$ cat config.mk
export PLATFORM = sky130hd
export DESIGN_NAME = plc_top
export DESIGN_NICKNAME = d
export VERILOG_FILES = /design/src/common/plc_pkg.sv /design/src/design/plc_top.sv
export VERILOG_INCLUDE_DIRS = /design/src /design/src/common
export SDC_FILE = /design/constraint.sdc
export NUM_CORES = 1
export LEC_CHECK = 0
export BUFFER_PORTS_ARGS = -buffer_cell sky130_fd_sc_hd__buf_2
export CORE_MARGIN = 2
export CORE_UTILIZATION = 38
export CTS_CLUSTER_DIAMETER = 150
export DETAILED_ROUTE_END_ITERATION = 10
export GPL_ROUTABILITY_DRIVEN = 0
export GPL_TIMING_DRIVEN = 0
export SLEW_MARGIN = 0
export SYNTH_ARGS = -nofsm -noshare
export SYNTH_HDL_FRONTEND = slang
export SYNTH_SLANG_ARGS = --single-unit
$ cat constraint.sdc
create_clock -name clock -period 5.2 [get_ports clock]
set_clock_uncertainty 0.1 [all_clocks]
set_input_delay 0.26 -clock clock [delete_from_list [all_inputs] [get_ports clock]]
set_output_delay 0.26 -clock clock [all_outputs]
set_load 0.01 [all_outputs]
$ cat src/common/plc_defs.svh
// Purpose: offsets, field positions, reset values and timing counts
// Assumes: 25 MHz clock, word-wide register port
// Notes: included by bare name
`ifndef PLC_DEFS_SVH
`define PLC_DEFS_SVH

`define PLC_ADDR_W 5
`define PLC_DATA_W 16
`define PLC_ADDR_LINK 5'h0A
`define PLC_ADDR_EQ 5'h0B
`define PLC_LINK_RST 16'h0100
`define PLC_EQ_RST 16'h1000
`define PLC_EQ_WMASK 16'hF7FF

`define PLC_B_FASTPD 6
`define PLC_B_EXTFD 5
`define PLC_B_ENHLED 4
`define PLC_B_ISOL 3
`define PLC_B_RXERIDLE 2
`define PLC_B_ODDDIS 1
`define PLC_B_RMIICLK 0
`define PLC_B_EQBYP 12
`define PLC_B_DSCDROP 10
`define PLC_FLD_MSB 3

`define PLC_CLK_MHZ 25
`define PLC_BLINK_NS 50000000
`define PLC_BLINK_CYC (`PLC_BLINK_NS * `PLC_CLK_MHZ / 1000)
`define PLC_BLINK_W 21

`endif

$ cat src/common/plc_pkg.sv
// Purpose: types shared by the link option control block
// Assumes: all status inputs synchronous to the clock
// Notes: constants live in plc_defs.svh
package plc_pkg;

  // link state reported by the line-side logic
  typedef struct packed {
    logic linkUp;
    logic speed100;
    logic ieeeFull;
    logic localTx100;
    logic partnerForced100;
    logic activity;
  } plc_link_t;

  // transmit side from the MAC
  typedef struct packed {
    logic txEn;
    logic txEr;
  } plc_tx_t;

  // receive side events
  typedef struct packed {
    logic rxIdle;
    logic rxSymErr;
    logic eqErr;
    logic descrLoss;
    logic [3:0] fldEvent;
  } plc_rx_t;

endpackage

$ cat src/design/plc_top.sv
// Purpose: link option control registers and the logic they steer
// Assumes: inputs synchronous to clock, one clock domain
// Notes: read data valid only in the cycle after the read strobe
//
// The plain strobed port was left to the implementer.
`timescale 1ns/1ps
`default_nettype none
`include "plc_defs.svh"

module plc_top #(
  parameter int BLINK_CYCLES = `PLC_BLINK_CYC
) (
  input wire logic clock,
  input wire logic rst_n,
  input wire logic [`PLC_ADDR_W-1:0] regAddr,
  input wire logic [`PLC_DATA_W-1:0] regWrData,
  input wire logic regWrStb,
  input wire logic regRdStb,
  output logic [`PLC_DATA_W-1:0] regRdData,
  input wire logic xoverFastMode,
  input wire logic xoverRobustMode,
  input wire plc_pkg::plc_link_t linkSts,
  input wire plc_pkg::plc_tx_t txIn,
  input wire plc_pkg::plc_rx_t rxIn,
  input wire logic [1:0] rxdOnRxClk,
  input wire logic [1:0] rxdOnRefClk,
  output logic pdFastLinkUp,
  output logic fullDuplex,
  output logic ledLink,
  output logic miiIsolate,
  output logic rxSymErrFlag,
  output logic txEnOut,
  output logic txErOut,
  output logic rxRefIsRxClk,
  output logic [1:0] rxdOut,
  output logic eqErrOut,
  output logic linkDrop
);

  logic [`PLC_DATA_W-1:0] ctrlLink_reg;
  logic [`PLC_DATA_W-1:0] ctrlLink_next;
  logic [`PLC_DATA_W-1:0] ctrlEq_reg;
  logic [`PLC_DATA_W-1:0] ctrlEq_next;
  logic [`PLC_DATA_W-1:0] rdData_reg;
  logic [`PLC_BLINK_W-1:0] blinkCnt_reg;
  logic blinkPhase_reg;
  logic txEnPrev_reg;
  logic nibbleOdd_reg;
  logic pdFast_reg;
  logic fullDuplex_reg;
  logic led_reg;
  logic isolate_reg;
  logic rxErr_reg;
  logic txEn_reg;
  logic txEr_reg;
  logic refSel_reg;
  logic [1:0] rxd_reg;
  logic eqErr_reg;
  logic linkDrop_reg;

  // register decode
  wire selLink = (regAddr == `PLC_ADDR_LINK);
  wire selEq = (regAddr == `PLC_ADDR_EQ);
  wire wrLink = regWrStb & selLink;
  wire wrEq = regWrStb & selEq;
  wire [`PLC_DATA_W-1:0] rdMux = selLink ? ctrlLink_reg :
                                 selEq ? ctrlEq_reg : 16'h0000;

  // control fields
  wire xoverAuto = xoverFastMode | xoverRobustMode;
  wire fastPdEn = ctrlLink_reg[`PLC_B_FASTPD];
  wire extFdEn = ctrlLink_reg[`PLC_B_EXTFD];
  wire enhLedEn = ctrlLink_reg[`PLC_B_ENHLED];
  wire isolEn = ctrlLink_reg[`PLC_B_ISOL];
  wire rxErIdleEn = ctrlLink_reg[`PLC_B_RXERIDLE];
  wire oddDis = ctrlLink_reg[`PLC_B_ODDDIS];
  wire rmiiRxClkSel = ctrlLink_reg[`PLC_B_RMIICLK];
  wire eqBypass = ctrlEq_reg[`PLC_B_EQBYP];
  wire dscDropEn = ctrlEq_reg[`PLC_B_DSCDROP];
  wire [`PLC_FLD_MSB:0] fldModes = ctrlEq_reg[`PLC_FLD_MSB:0];

  // hardware set of the fast link-up bit wins over a software write
  wire [`PLC_DATA_W-1:0] linkWrVal = wrLink ? regWrData : ctrlLink_reg;
  wire [`PLC_DATA_W-1:0] linkSetMask =
    {{(`PLC_DATA_W-`PLC_B_FASTPD-1){1'b0}}, xoverAuto,
     {`PLC_B_FASTPD{1'b0}}};
  assign ctrlLink_next = linkWrVal | linkSetMask;
  assign ctrlEq_next = wrEq ? (regWrData & `PLC_EQ_WMASK) : ctrlEq_reg;

  // duplex decision
  wire extFdHit = extFdEn & linkSts.localTx100 & linkSts.partnerForced100;
  wire fdNext = extFdHit | linkSts.ieeeFull;

  // link LED
  wire fullTx100 = linkSts.linkUp & linkSts.speed100 & fdNext;
  wire blinkOff = linkSts.activity & blinkPhase_reg;
  wire ledNormal = linkSts.linkUp & ~blinkOff;
  wire ledNext = enhLedEn ? fullTx100 : ledNormal;

  // MAC-side isolation
  wire halfTx100 = linkSts.speed100 & ~fdNext;
  wire isolNext = isolEn & linkSts.linkUp &
                  (halfTx100 | ~linkSts.speed100);

  // receive symbol error during idle
  wire rxErrNext = rxIn.rxSymErr & (~rxIn.rxIdle | rxErIdleEn);

  // odd-nibble frame end
  wire txFall = ~txIn.txEn & txEnPrev_reg;
  wire oddEnd = txFall & nibbleOdd_reg & ~oddDis;
  wire txEnNext = txIn.txEn | oddEnd;
  wire txErNext = txIn.txEr | oddEnd;

  // RMII receive reference
  wire [1:0] rxdNext = rmiiRxClkSel ? rxdOnRxClk : rxdOnRefClk;

  // equalizer error and link drop
  wire eqErrNext = rxIn.eqErr & ~eqBypass;
  wire dscDrop = dscDropEn & rxIn.descrLoss;
  wire fldDrop = |(fldModes & rxIn.fldEvent);
  wire dropNext = dscDrop | fldDrop;

  // blink timer
  wire blinkWrap = (blinkCnt_reg == `PLC_BLINK_W'(BLINK_CYCLES - 1));
  wire [`PLC_BLINK_W-1:0] blinkCntNext =
    blinkWrap ? '0 : blinkCnt_reg + `PLC_BLINK_W'(1);

  always_ff @(posedge clock or negedge rst_n) begin
    if (!rst_n) begin
      ctrlLink_reg <= `PLC_LINK_RST;
      ctrlEq_reg <= `PLC_EQ_RST;
      rdData_reg <= 16'h0000;
    end else begin
      ctrlLink_reg <= ctrlLink_next;
      ctrlEq_reg <= ctrlEq_next;
      rdData_reg <= regRdStb ? rdMux : 16'h0000;
    end
  end

  always_ff @(posedge clock or negedge rst_n) begin
    if (!rst_n) begin
      blinkCnt_reg <= '0;
      blinkPhase_reg <= 1'b0;
    end else begin
      blinkCnt_reg <= blinkCntNext;
      blinkPhase_reg <= blinkPhase_reg ^ blinkWrap;
    end
  end

  always_ff @(posedge clock or negedge rst_n) begin
    if (!rst_n) begin
      txEnPrev_reg <= 1'b0;
      nibbleOdd_reg <= 1'b0;
    end else begin
      txEnPrev_reg <= txIn.txEn;
      nibbleOdd_reg <= txIn.txEn & ~nibbleOdd_reg;
    end
  end

  always_ff @(posedge clock or negedge rst_n) begin
    if (!rst_n) begin
      pdFast_reg <= 1'b0;
      fullDuplex_reg <= 1'b0;
      led_reg <= 1'b0;
      isolate_reg <= 1'b0;
      rxErr_reg <= 1'b0;
    end else begin
      pdFast_reg <= fastPdEn;
      fullDuplex_reg <= fdNext;
      led_reg <= ledNext;
      isolate_reg <= isolNext;
      rxErr_reg <= rxErrNext;
    end
  end

  always_ff @(posedge clock or negedge rst_n) begin
    if (!rst_n) begin
      txEn_reg <= 1'b0;
      txEr_reg <= 1'b0;
      refSel_reg <= 1'b0;
      rxd_reg <= 2'h0;
      eqErr_reg <= 1'b0;
      linkDrop_reg <= 1'b0;
    end else begin
      txEn_reg <= txEnNext;
      txEr_reg <= txErNext;
      refSel_reg <= rmiiRxClkSel;
      rxd_reg <= rxdNext;
      eqErr_reg <= eqErrNext;
      linkDrop_reg <= dropNext;
    end
  end

  assign regRdData = rdData_reg;
  assign pdFastLinkUp = pdFast_reg;
  assign fullDuplex = fullDuplex_reg;
  assign ledLink = led_reg;
  assign miiIsolate = isolate_reg;
  assign rxSymErrFlag = rxErr_reg;
  assign txEnOut = txEn_reg;
  assign txErOut = txEr_reg;
  assign rxRefIsRxClk = refSel_reg;
  assign rxdOut = rxd_reg;
  assign eqErrOut = eqErr_reg;
  assign linkDrop = linkDrop_reg;
endmodule // plc_top

`default_nettype wire

==> flow_metrics.env, run 1 <==
export IMPL_run_status="complete, no violations"
export IMPL_overflow=0
export IMPL_grt_pass1_vias=2206
export IMPL_rsz0062_at_grt="no"
export IMPL_nets=382
export IMPL_largest_reg_flops=21
export IMPL_cp_slowest_cell="dfrtp_1"
export IMPL_insertion_delay_ns=0.35
export IMPL_r2r_start="blinkCnt_reg[0]"
export IMPL_slew_violations=0
export IMPL_crit_path_start_kind="flip-flop"
export IMPL_setup_viol=0
export IMPL_cts_resized_gates=0
export IMPL_numPortBuffers=73
export IMPL_crit_chain="ha_1 > and3_1 > buf_4 > nand4_1 > nor4_4 > buf_6 > nor3_1"
export IMPL_p_per_area_nw_per_um2=317.7
export IMPL_postCtsSetupBuffers=0
export IMPL_final_cell_area_um2=4099
export IMPL_wl_per_cell_um=14.15
export IMPL_hpwl_um=4478
export IMPL_die_area_um2=9540
export IMPL_yosys_area_share_simple=0.1287
export IMPL_fp_dieW_um=97.68
export IMPL_wl_um=6325
export IMPL_p_total_mw=1.302
export IMPL_holdCritStartpoint="rxIn[7]"
export IMPL_synth_top_family_by_area="multiplexers"
export IMPL_max_freq_ghz=0.5440
export IMPL_vdd_drop_max_uv=212.2
export IMPL_max_slew_worst_pin_slew_ns=0.5309
export IMPL_slowest_delay_ns=0.39
export IMPL_ys_seq_area_frac=0.6236
export IMPL_clk_path_buf_depth=2
export IMPL_cts_tree="yes"
export IMPL_grt_max_degree=55
export IMPL_crit_arrival_ns=1.98
export IMPL_cts_sinks=83
export IMPL_place_area_um2=3865
export IMPL_place_inst=426
export IMPL_dp_slack_ns=3.354
export IMPL_layoutNonFillerInstCount=447
export IMPL_viasPerCell=4.747
export IMPL_synth_top_cell_area_share=0.6079
export IMPL_die_y_um=97.68
export IMPL_grt_antenna_before_repair=0
export IMPL_drc=0
export IMPL_postSynthCellCount=244
export IMPL_synthTopCellsByArea="dfrtp_1 61%, mux2_2 11%, mux2i_1 5.1%"
export IMPL_synth_top_area_cell="dfrtp_1"
export IMPL_drt_initial_drc_count=60
export IMPL_holdPathEnd="rxSymErrFlag"
export IMPL_synth_mux_area_frac=0.1591
export IMPL_async_flop_share=1.000
export IMPL_max_cap_viol_count=0
export IMPL_ys_ff_latch=83
export IMPL_grt_total_usage=0.1474
export IMPL_fin_hold_ws_ns=0.01116
export IMPL_grt_pass1_wl_um=11180
export IMPL_root_buffer="clkbuf_8"
export IMPL_yosys_cell_types_count=41
export IMPL_avgSynthCellArea_um2=13.67
export IMPL_worstPathRequired_ns=5.34
export IMPL_synth_adder_area_share=0.003752
export IMPL_htreeDepth=3
export IMPL_netlist_area_um2=3334
export IMPL_cp_max_fo=10
export IMPL_synth_compound_area_share=0.02139
export IMPL_vias=2122
export IMPL_timing_slew_headroom=0.6461
export IMPL_worstReg2RegEnd="blinkCnt_reg[17]"
export IMPL_setup_worst_path_end_class="flip-flop"
export IMPL_synthTopCellsByCount="81 x dfrtp_1, 32 x mux2_2, 25 x nor2_1, 17 x mux2i_1, 10 x nand2_1"
export IMPL_area_delta_synth_final_pct=22.93
export IMPL_synth_edff_count=0
export IMPL_antenna_left=0
export IMPL_p_leak_nw=2.063
export IMPL_setup_tns_ns=0
export IMPL_min_period_over_period=0.3535
export IMPL_synth_xor_area_frac=0.04728
export IMPL_r2r_slack_ns=3.36
export IMPL_period_needed_ns=1.838
export IMPL_setup_ws_ns=3.362
export IMPL_start_util=0.3880
export IMPL_fp_row_count=34
export IMPL_synthFlopType="dfrtp_1"
export IMPL_hp_class="input port to flip-flop"
export IMPL_drive_gt1_frac=0.4159
export IMPL_core_um2=8593
export IMPL_n_antenna_cell=0
export IMPL_utilization=0.4770
export IMPL_synth_warnings=0
export IMPL_first_pass_iters=4
export IMPL_holdPathStages=2
export IMPL_finalHoldViolCount=0
export IMPL_synth_fp_nets=292
export IMPL_timing_worst_setup_path_type="flip-flop to flip-flop"
export IMPL_numCtsBuffers=9
export IMPL_yosysMostFrequentCell="dfrtp_1"
export IMPL_cts_clk_slew_worst_paths_ns=0.08
export IMPL_r2r_worst_path_cells=7
export IMPL_io_pin_count=75
[cells by family after synthesis]
family	after synthesis
DFF	83
muxes	49
and+or+nand+nor	74
adders and majority gates	1
xor gates and xnor gates	18
AOI/OAI and AO/OA	10
buffers and inverters	9
[worst max-delay path, delay by kind of cell, from the launching register on]
kind / cells / cell delay [ns]
flip-flops: 1 / 0.39
AND/OR/NAND/NOR: 4 / 0.70
adder cells (fa/ha/maj): 1 / 0.19
buffers and inverters: 2 / 0.35
[layout by cell type, fill, tap and decap left out, types with 3 or more instances in the layout]
cell type / synthesis / layout
clkbuf_8: 0 / 10
nor2_1: 25 / 25
and4_1: 3 / 3
dfrtp_1: 81 / 81
nand3_1: 5 / 5
mux2i_1: 17 / 17
and3_1: 7 / 7
buf_4: 2 / 3
nand2_1: 10 / 10
dlygate4sd3_1: 0 / 5
xnor2_1: 9 / 9
nand4_1: 5 / 5
buf_2: 4 / 76
mux2_2: 32 / 32
xor2_1: 9 / 9
nor2b_1: 3 / 3
[power by group]
| group | switching, mW | internal, mW |
|---|---|---|
| logic | 0.0565 | 0.0792 |
| registers | 0.0320 | 0.705 |
| clock network | 0.238 | 0.192 |
| total | 0.326 | 0.976 |
[area by class of cell]
type	count	area, um2
clock inverter	6	46.29
inverter	1	3.754
timing repair buffer	79	445.4
fill	814	4494
sequential	83	2079
tap	108	135.1
buffer	8	50.05
clock buffer	10	137.6
multi-input combinational	152	1201
[what timing repair did]
| action | 4_1_cts | 5_1_grt |
|---|---|---|
| endpoints found under the setup margin | 0 | 0 |
| hold endpoints to repair | 31 | 0 |
| hold buffers | 5 | 0 |
[routing by layer]
layer	routed length [um]	vias to the layer above	global-route usage
met5	0	-	0
met3	420	6	0.05755
met4	57	0	0.03526
li1	-	1030	-
met1	2870	1036	0.1955
met2	2976	50	0.2292
[how the worst max path moves through the flow]
stage	start	end	slack (ns)
floorplan	blinkCnt_reg[0]	blinkCnt_reg[17]	3.54
global placement	rst_n	ctrlEq_reg[9]	3.09
detailed placement	blinkCnt_reg[0]	blinkCnt_reg[17]	3.35
CTS	blinkCnt_reg[0]	blinkCnt_reg[17]	3.35
global route	blinkCnt_reg[0]	blinkCnt_reg[16]	3.18
finish	blinkCnt_reg[0]	blinkCnt_reg[17]	3.36
(Power assumes the default switching activity.)
==> run 2, diff against run 1 <==
clock period = 1.6 ns   (was 5.2 ns; I/O delays follow)
==> run 2 against run 1 <==
Compared with the run above: the flow now finishes with violations (negative setup slack); combinational power grew to 3.8 times the previous value; first-iteration DRC count shrank 13%; wire length grew 15%; final cell count grew 9.8%; global-route usage grew 0.73 points; via count grew 11%; count of clock-buffer cells in the layout shrank 1; critical endpoint is now blinkPhase_reg; largest power group unchanged.
==> flow_metrics.env, run 2 (synthesized netlist as in run 1, its figures left out) <==
export IMPL_cp_max_fo=5
export IMPL_timing_worst_setup_path_type="flip-flop to flip-flop"
export IMPL_drc=0
export IMPL_insertion_delay_ns=0.35
export IMPL_setup_ws_ns=-0.07452
export IMPL_p_total_mw=4.452
export IMPL_slew_violations=0
export IMPL_cts_sinks=83
export IMPL_grt_max_degree=62
export IMPL_wl_per_cell_um=14.76
export IMPL_nets=426
export IMPL_drt_initial_drc_count=52
export IMPL_layout_commonest_cell="dfrtp_1"
export IMPL_period_needed_ns=1.675
export IMPL_r2r_start="blinkCnt_reg[5]"
export IMPL_worstPathRequired_ns=1.77
export IMPL_fp_dieW_um=97.68
export IMPL_startpoint="blinkCnt_reg[5]"
export IMPL_overflow=0
export IMPL_utilization=0.5323
export IMPL_setup_viol=12
export IMPL_grt_pass1_wl_um=11790
export IMPL_timing_slew_headroom=0.6487
export IMPL_min_period_over_period=1.047
export IMPL_dp_slack_ns=-0.1632
export IMPL_numPortBuffers=73
export IMPL_rsz0062_at_grt="yes"
export IMPL_num_fill_cells=787
export IMPL_largest_reg_flops=21
export IMPL_layoutNonFillerInstCount=491
export IMPL_numCtsBuffers=9
export IMPL_fp_row_count=34
export IMPL_p_per_area_nw_per_um2=973.3
export IMPL_setup_tns_ns=-0.5014
export IMPL_die_area_um2=9540
export IMPL_crit_arrival_ns=1.85
export IMPL_viasPerCell=4.784
export IMPL_root_buffer="clkbuf_8"
export IMPL_finalHoldViolCount=0
export IMPL_start_util=0.3880
export IMPL_antenna_left=0
export IMPL_hp_class="input port to async pin"
export IMPL_cts_tree="yes"
export IMPL_place_inst=426
export IMPL_grt_pass1_vias=2421
export IMPL_max_slew_worst_pin_slew_ns=0.5270
export IMPL_hpwl_um=4524
export IMPL_r2r_worst_path_cells=5
export IMPL_layout_common_cells="78 x dfrtp_1, 76 x buf_2, 38 x dlygate4sd3_1"
export IMPL_htreeDepth=3
export IMPL_max_cap_viol_count=0
export IMPL_grt_total_usage=0.1547
export IMPL_max_freq_ghz=0.5972
export IMPL_die_y_um=97.68
export IMPL_violations="negative setup slack"
export IMPL_drive_gt1_frac=0.4308
export IMPL_wl_um=7247
export IMPL_vias=2349
export IMPL_clk_path_buf_depth=2
export IMPL_cts_clk_slew_worst_paths_ns=0.09
export IMPL_run_status="finished, violations left"
export IMPL_first_pass_iters=4
export IMPL_n_antenna_cell=0
export IMPL_vdd_drop_max_uv=452.8
export IMPL_p_leak_nw=2.241
export IMPL_area_delta_synth_final_pct=37.19
export IMPL_grt_antenna_before_repair=0
export IMPL_crit_path_start_kind="flip-flop"
export IMPL_setup_worst_path_end_class="flip-flop"
export IMPL_io_pin_count=75
export IMPL_core_um2=8593
==> run 2: cell type report <==
type	count	area, um2	area share
well taps	108	135.1	0.02954
plain buffers	7	42.54	0.009300
repair buffers	124	865.8	0.1893
inverters	1	3.754	0.0008206
clock inverters	7	75.07	0.01641
multi-input cells	152	1245	0.2722
flip-flops and latches	83	2083	0.4554
clock buffers	9	123.9	0.02708
==> run 2: critical path: stages (launching register included) <==
cell	delay [ns]
dfrtp_2	0.46
nor4_2	0.28
nand4_1	0.18
nor4_4	0.26
buf_4	0.18
xor2_1	0.14
==> run 2: metrics by stage <==
stage	hold slack [ns]	area, um2
after floorplan	-0.3156	3337
after global placement	0.1268	3837
after detailed placement	-0.09523	3867
after CTS	0.04214	4489
after global routing	0.08028	4574
final	0.05751	4574
==> run 2: repair_timing <==
| item | CTS | global route |
|---|---|---|
| pin swaps | 1 | 7 |
| hold endpoints to repair | 124 | 0 |
| endpoints found under the setup margin | 12 | 13 |
| hold buffers | 38 | 0 |
| cloned | 0 | 1 |
| resized for setup | 2 | 16 |
| buffers inserted | 5 | 6 |
==> run 2: final timing paths <==
| kind | endpoint | slack (ns) |
|---|---|---|
| hold / removal | rxdOut[0] | 0.06 |
| max in group asynchronous | ctrlEq_reg[12] | 0.70 |
| setup reg to reg | blinkPhase_reg | -0.07 |
| setup / recovery | blinkPhase_reg | -0.07 |
| min in group clock | regRdData[2] | 0.06 |
| hold reg to reg | pdFastLinkUp | 0.31 |
==> run 2: power breakdown <==
part | total (mW) | internal (mW) | switching (mW)
combinational | 0.521 | 0.321 | 0.200
sequential | 2.40 | 2.29 | 0.106
clock | 1.53 | 0.729 | 0.803
==> run 2: metal layers <==
| metal | vias up | part of all wire | track usage |
|---|---|---|---|
| met3 | 15 | 0.034 | 0.02878 |
| met1 | 1165 | 0.45 | 0.2055 |
| li1 | 1122 | - | - |
| met2 | 47 | 0.49 | 0.2483 |
| met5 | - | 0 | 0 |
| met4 | 0 | 0.018 | 0.06731 |
==> run 3, diff against run 2 <==
ABC_AREA = 1   (was default)
==> run 3 against run 2 <==
Compared with the run above: the flow now finishes without violations; sequential cell count unchanged; non-clock buffer count decreased by 2; maximum frequency is 8.3% higher; worst hold slack got worse by 0.0090 ns; wire length is 19% higher; final cell count up 42%; sequential power barely moved; largest cell class unchanged.
==> flow_metrics.env, run 3 <==
export IMPL_run_status="complete, no violations"
export IMPL_postCtsSetupBuffers=0
export IMPL_crit_path_start_kind="flip-flop"
export IMPL_max_cap_viol_count=0
export IMPL_min_period_over_period=0.9668
export IMPL_cts_sinks=83
export IMPL_grt_max_degree=73
export IMPL_grt_pass1_wl_um=14460
export IMPL_fp_row_count=36
export IMPL_n_antenna_cell=0
export IMPL_grt_antenna_before_repair=0
export IMPL_nets=605
export IMPL_period_needed_ns=1.547
export IMPL_yosysMostFrequentCell="nand2_1"
export IMPL_synth_top_cell_area_share=0.5469
export IMPL_max_slew_worst_pin_slew_ns=0.5246
export IMPL_synthTopCellsByCount="125 x nand2_1, 81 x dfrtp_1, 51 x nor2_1, 46 x nand3_1, 39 x inv_1"
export IMPL_timing_worst_setup_path_type="flip-flop to flip-flop"
export IMPL_cp_max_fo=5
export IMPL_numPortBuffers=74
export IMPL_p_leak_nw=2.600
export IMPL_first_pass_iters=4
export IMPL_postSynthCellCount=429
export IMPL_die_area_um2=10560
export IMPL_htreeDepth=3
export IMPL_cts_clk_slew_worst_paths_ns=0.09
export IMPL_ys_ff_latch=83
export IMPL_clk_path_buf_depth=2
export IMPL_async_flop_share=1.000
export IMPL_startpoint="ctrlLink_reg[0]"
export IMPL_num_fill_cells=939
export IMPL_ys_seq_area_frac=0.5611
export IMPL_wl_per_cell_um=12.40
export IMPL_numCtsBuffers=9
export IMPL_antenna_left=0
export IMPL_regArea_um2=2081
export IMPL_overflow=0
export IMPL_synth_top_area_cell="dfrtp_1"
export IMPL_area_delta_synth_final_pct=32.95
export IMPL_vdd_drop_max_uv=512.8
export IMPL_drive_gt1_frac=0.2295
export IMPL_slew_violations=0
export IMPL_layout_common_cells="125 x nand2_1, 80 x dfrtp_1, 77 x buf_2"
export IMPL_setup_worst_path_end_class="flip-flop"
export IMPL_fp_dieW_um=102.8
export IMPL_root_buffer="clkbuf_8"
export IMPL_layout_commonest_cell="nand2_1"
export IMPL_max_freq_ghz=0.6465
export IMPL_largest_reg_flops=21
export IMPL_hpwl_um=5928
export IMPL_grt_pass1_vias=3132
export IMPL_viasPerCell=4.624
export IMPL_io_pin_count=75
export IMPL_grt_total_usage=0.1782
export IMPL_start_util=0.3845
export IMPL_r2r_start="ctrlLink_reg[0]"
export IMPL_drc=0
export IMPL_finalHoldViolCount=0
export IMPL_worstPathRequired_ns=1.73
export IMPL_die_y_um=102.8
export IMPL_p_per_area_nw_per_um2=892.5
export IMPL_crit_family="buffers and inverters"
export IMPL_rsz0062_at_grt="no"
export IMPL_insertion_delay_ns=0.36
export IMPL_synth_warnings=0
export IMPL_drt_initial_drc_count=182
export IMPL_cp_slowest_cell="dlygate4sd3_1"
export IMPL_yosys_cell_types_count=31
export IMPL_synthTopCellsByArea="dfrtp_1 55%, nand2_1 13%, nand3_1 6.2%"
export IMPL_timing_slew_headroom=0.6502
export IMPL_cts_tree="yes"
export IMPL_multi_input_area_um2=1429
export IMPL_synthFlopType="dfrtp_1"
export IMPL_avgSynthCellArea_um2=8.639
export IMPL_r2r_slack_ns=0.05
export IMPL_synth_fp_nets=477
export IMPL_hp_class="input port to flip-flop"
export IMPL_synth_edff_count=0
export IMPL_crit_chain="mux2_2 > dlygate4sd3_1"
export IMPL_path_buf_inv=1
export IMPL_netlist_area_um2=3706
export IMPL_vias=3214
export IMPL_slowest_delay_ns=0.56
export IMPL_crit_arrival_ns=1.68
export IMPL_wl_um=8618
export IMPL_holdCritStartpoint="regAddr[2]"
export IMPL_fin_hold_ws_ns=0.04848
export IMPL_setup_viol=0
export IMPL_core_um2=9639
export IMPL_p_total_mw=4.398
run 3: cell types whose count changed after synthesis, moves of 7 or more:
cell     change
and3_1       -7
xnor2_1      -9
nand2_1    +115
mux2i_1     -17
o21ai_0     +18
a21oi_1     +10
mux2_2      -30
inv_1       +38
nor2_1      +26
nand3_1     +41
run 3: layer usage:
layer  share of wire  GRT usage  vias to the layer above
li1                -          -                     1606
met1            0.44     0.2296                     1524
met2            0.50     0.2996                       72
met3           0.042    0.03593                       12
met4           0.016    0.06478                        0
met5               0          0                        -
run 3: tightest hold or removal path, delay by kind of cell:
kind / cells / cell delay [ns]
simple gates: 3 / 0.21
buf+inv: 1 / 0.10
compound gates: 1 / 0.09
run 3: cell type report:
type	count	share of cell area
buffer	12	0.01473
clock buffer	11	0.02869
timing repair buffer	117	0.1666
multi-input combinational	293	0.2900
tap	133	0.03377
clock inverter	5	0.01244
inverter	41	0.03149
sequential	83	0.4223
run 3: kinds of logic (layout without fill, tap and decap cells):
kind of cell,Yosys count,count (layout),synth area share
flip-flops,83,83,0.5611
AO/OA/AOI/OAI,36,36,0.05132
XOR/XNOR,11,11,0.02600
AND/OR/NAND/NOR,243,243,0.2907
buffers and inverters,53,186,0.06144
multiplexers,2,2,0.006077
adder cells (fa/ha/maj),1,1,0.003376
run 3: through the flow:
stage / setup slack [ns] / setup TNS, ns / instances / cell area (um2) / util
floorplan: 0.2647 / 0 / 429 / 3706 / -
global placement: -0.3228 / -25.54 / 636 / 4243 / 0.4402
detailed placement: 0.03079 / 0 / 637 / 4273 / 0.4433
CTS: 0.01465 / 0 / 695 / 4896 / 0.5079
global route: 0.008237 / 0 / 695 / 4927 / 0.5112
finish: 0.05316 / 0 / 695 / 4927 / 0.5112
run 3: timing repair:
action | 4_1_cts | 5_1_grt
hold buffers | 42 | 0
resized for setup | 0 | 10
endpoints found under the hold margin | 127 | 0
setup endpoints to repair | 0 | 16
run 3: where the power goes:
part	internal [mW]	total, mW	switching [mW]
clock	0.773	1.54	0.765
combinational	0.234	0.480	0.246
sequential	2.28	2.38	0.0952
total	3.29	4.40	1.11
run 3: path summary, 6_finish.rpt:
check / to / cells after the start
max: rxdOut[1] / 2
min: ctrlEq_reg[3] / 5
max reg2reg: rxdOut[1] / 2
min reg2reg: pdFastLinkUp / 0
max in group asynchronous: blinkCnt_reg[8] / 3
min in group asynchronous: blinkCnt_reg[13] / 3
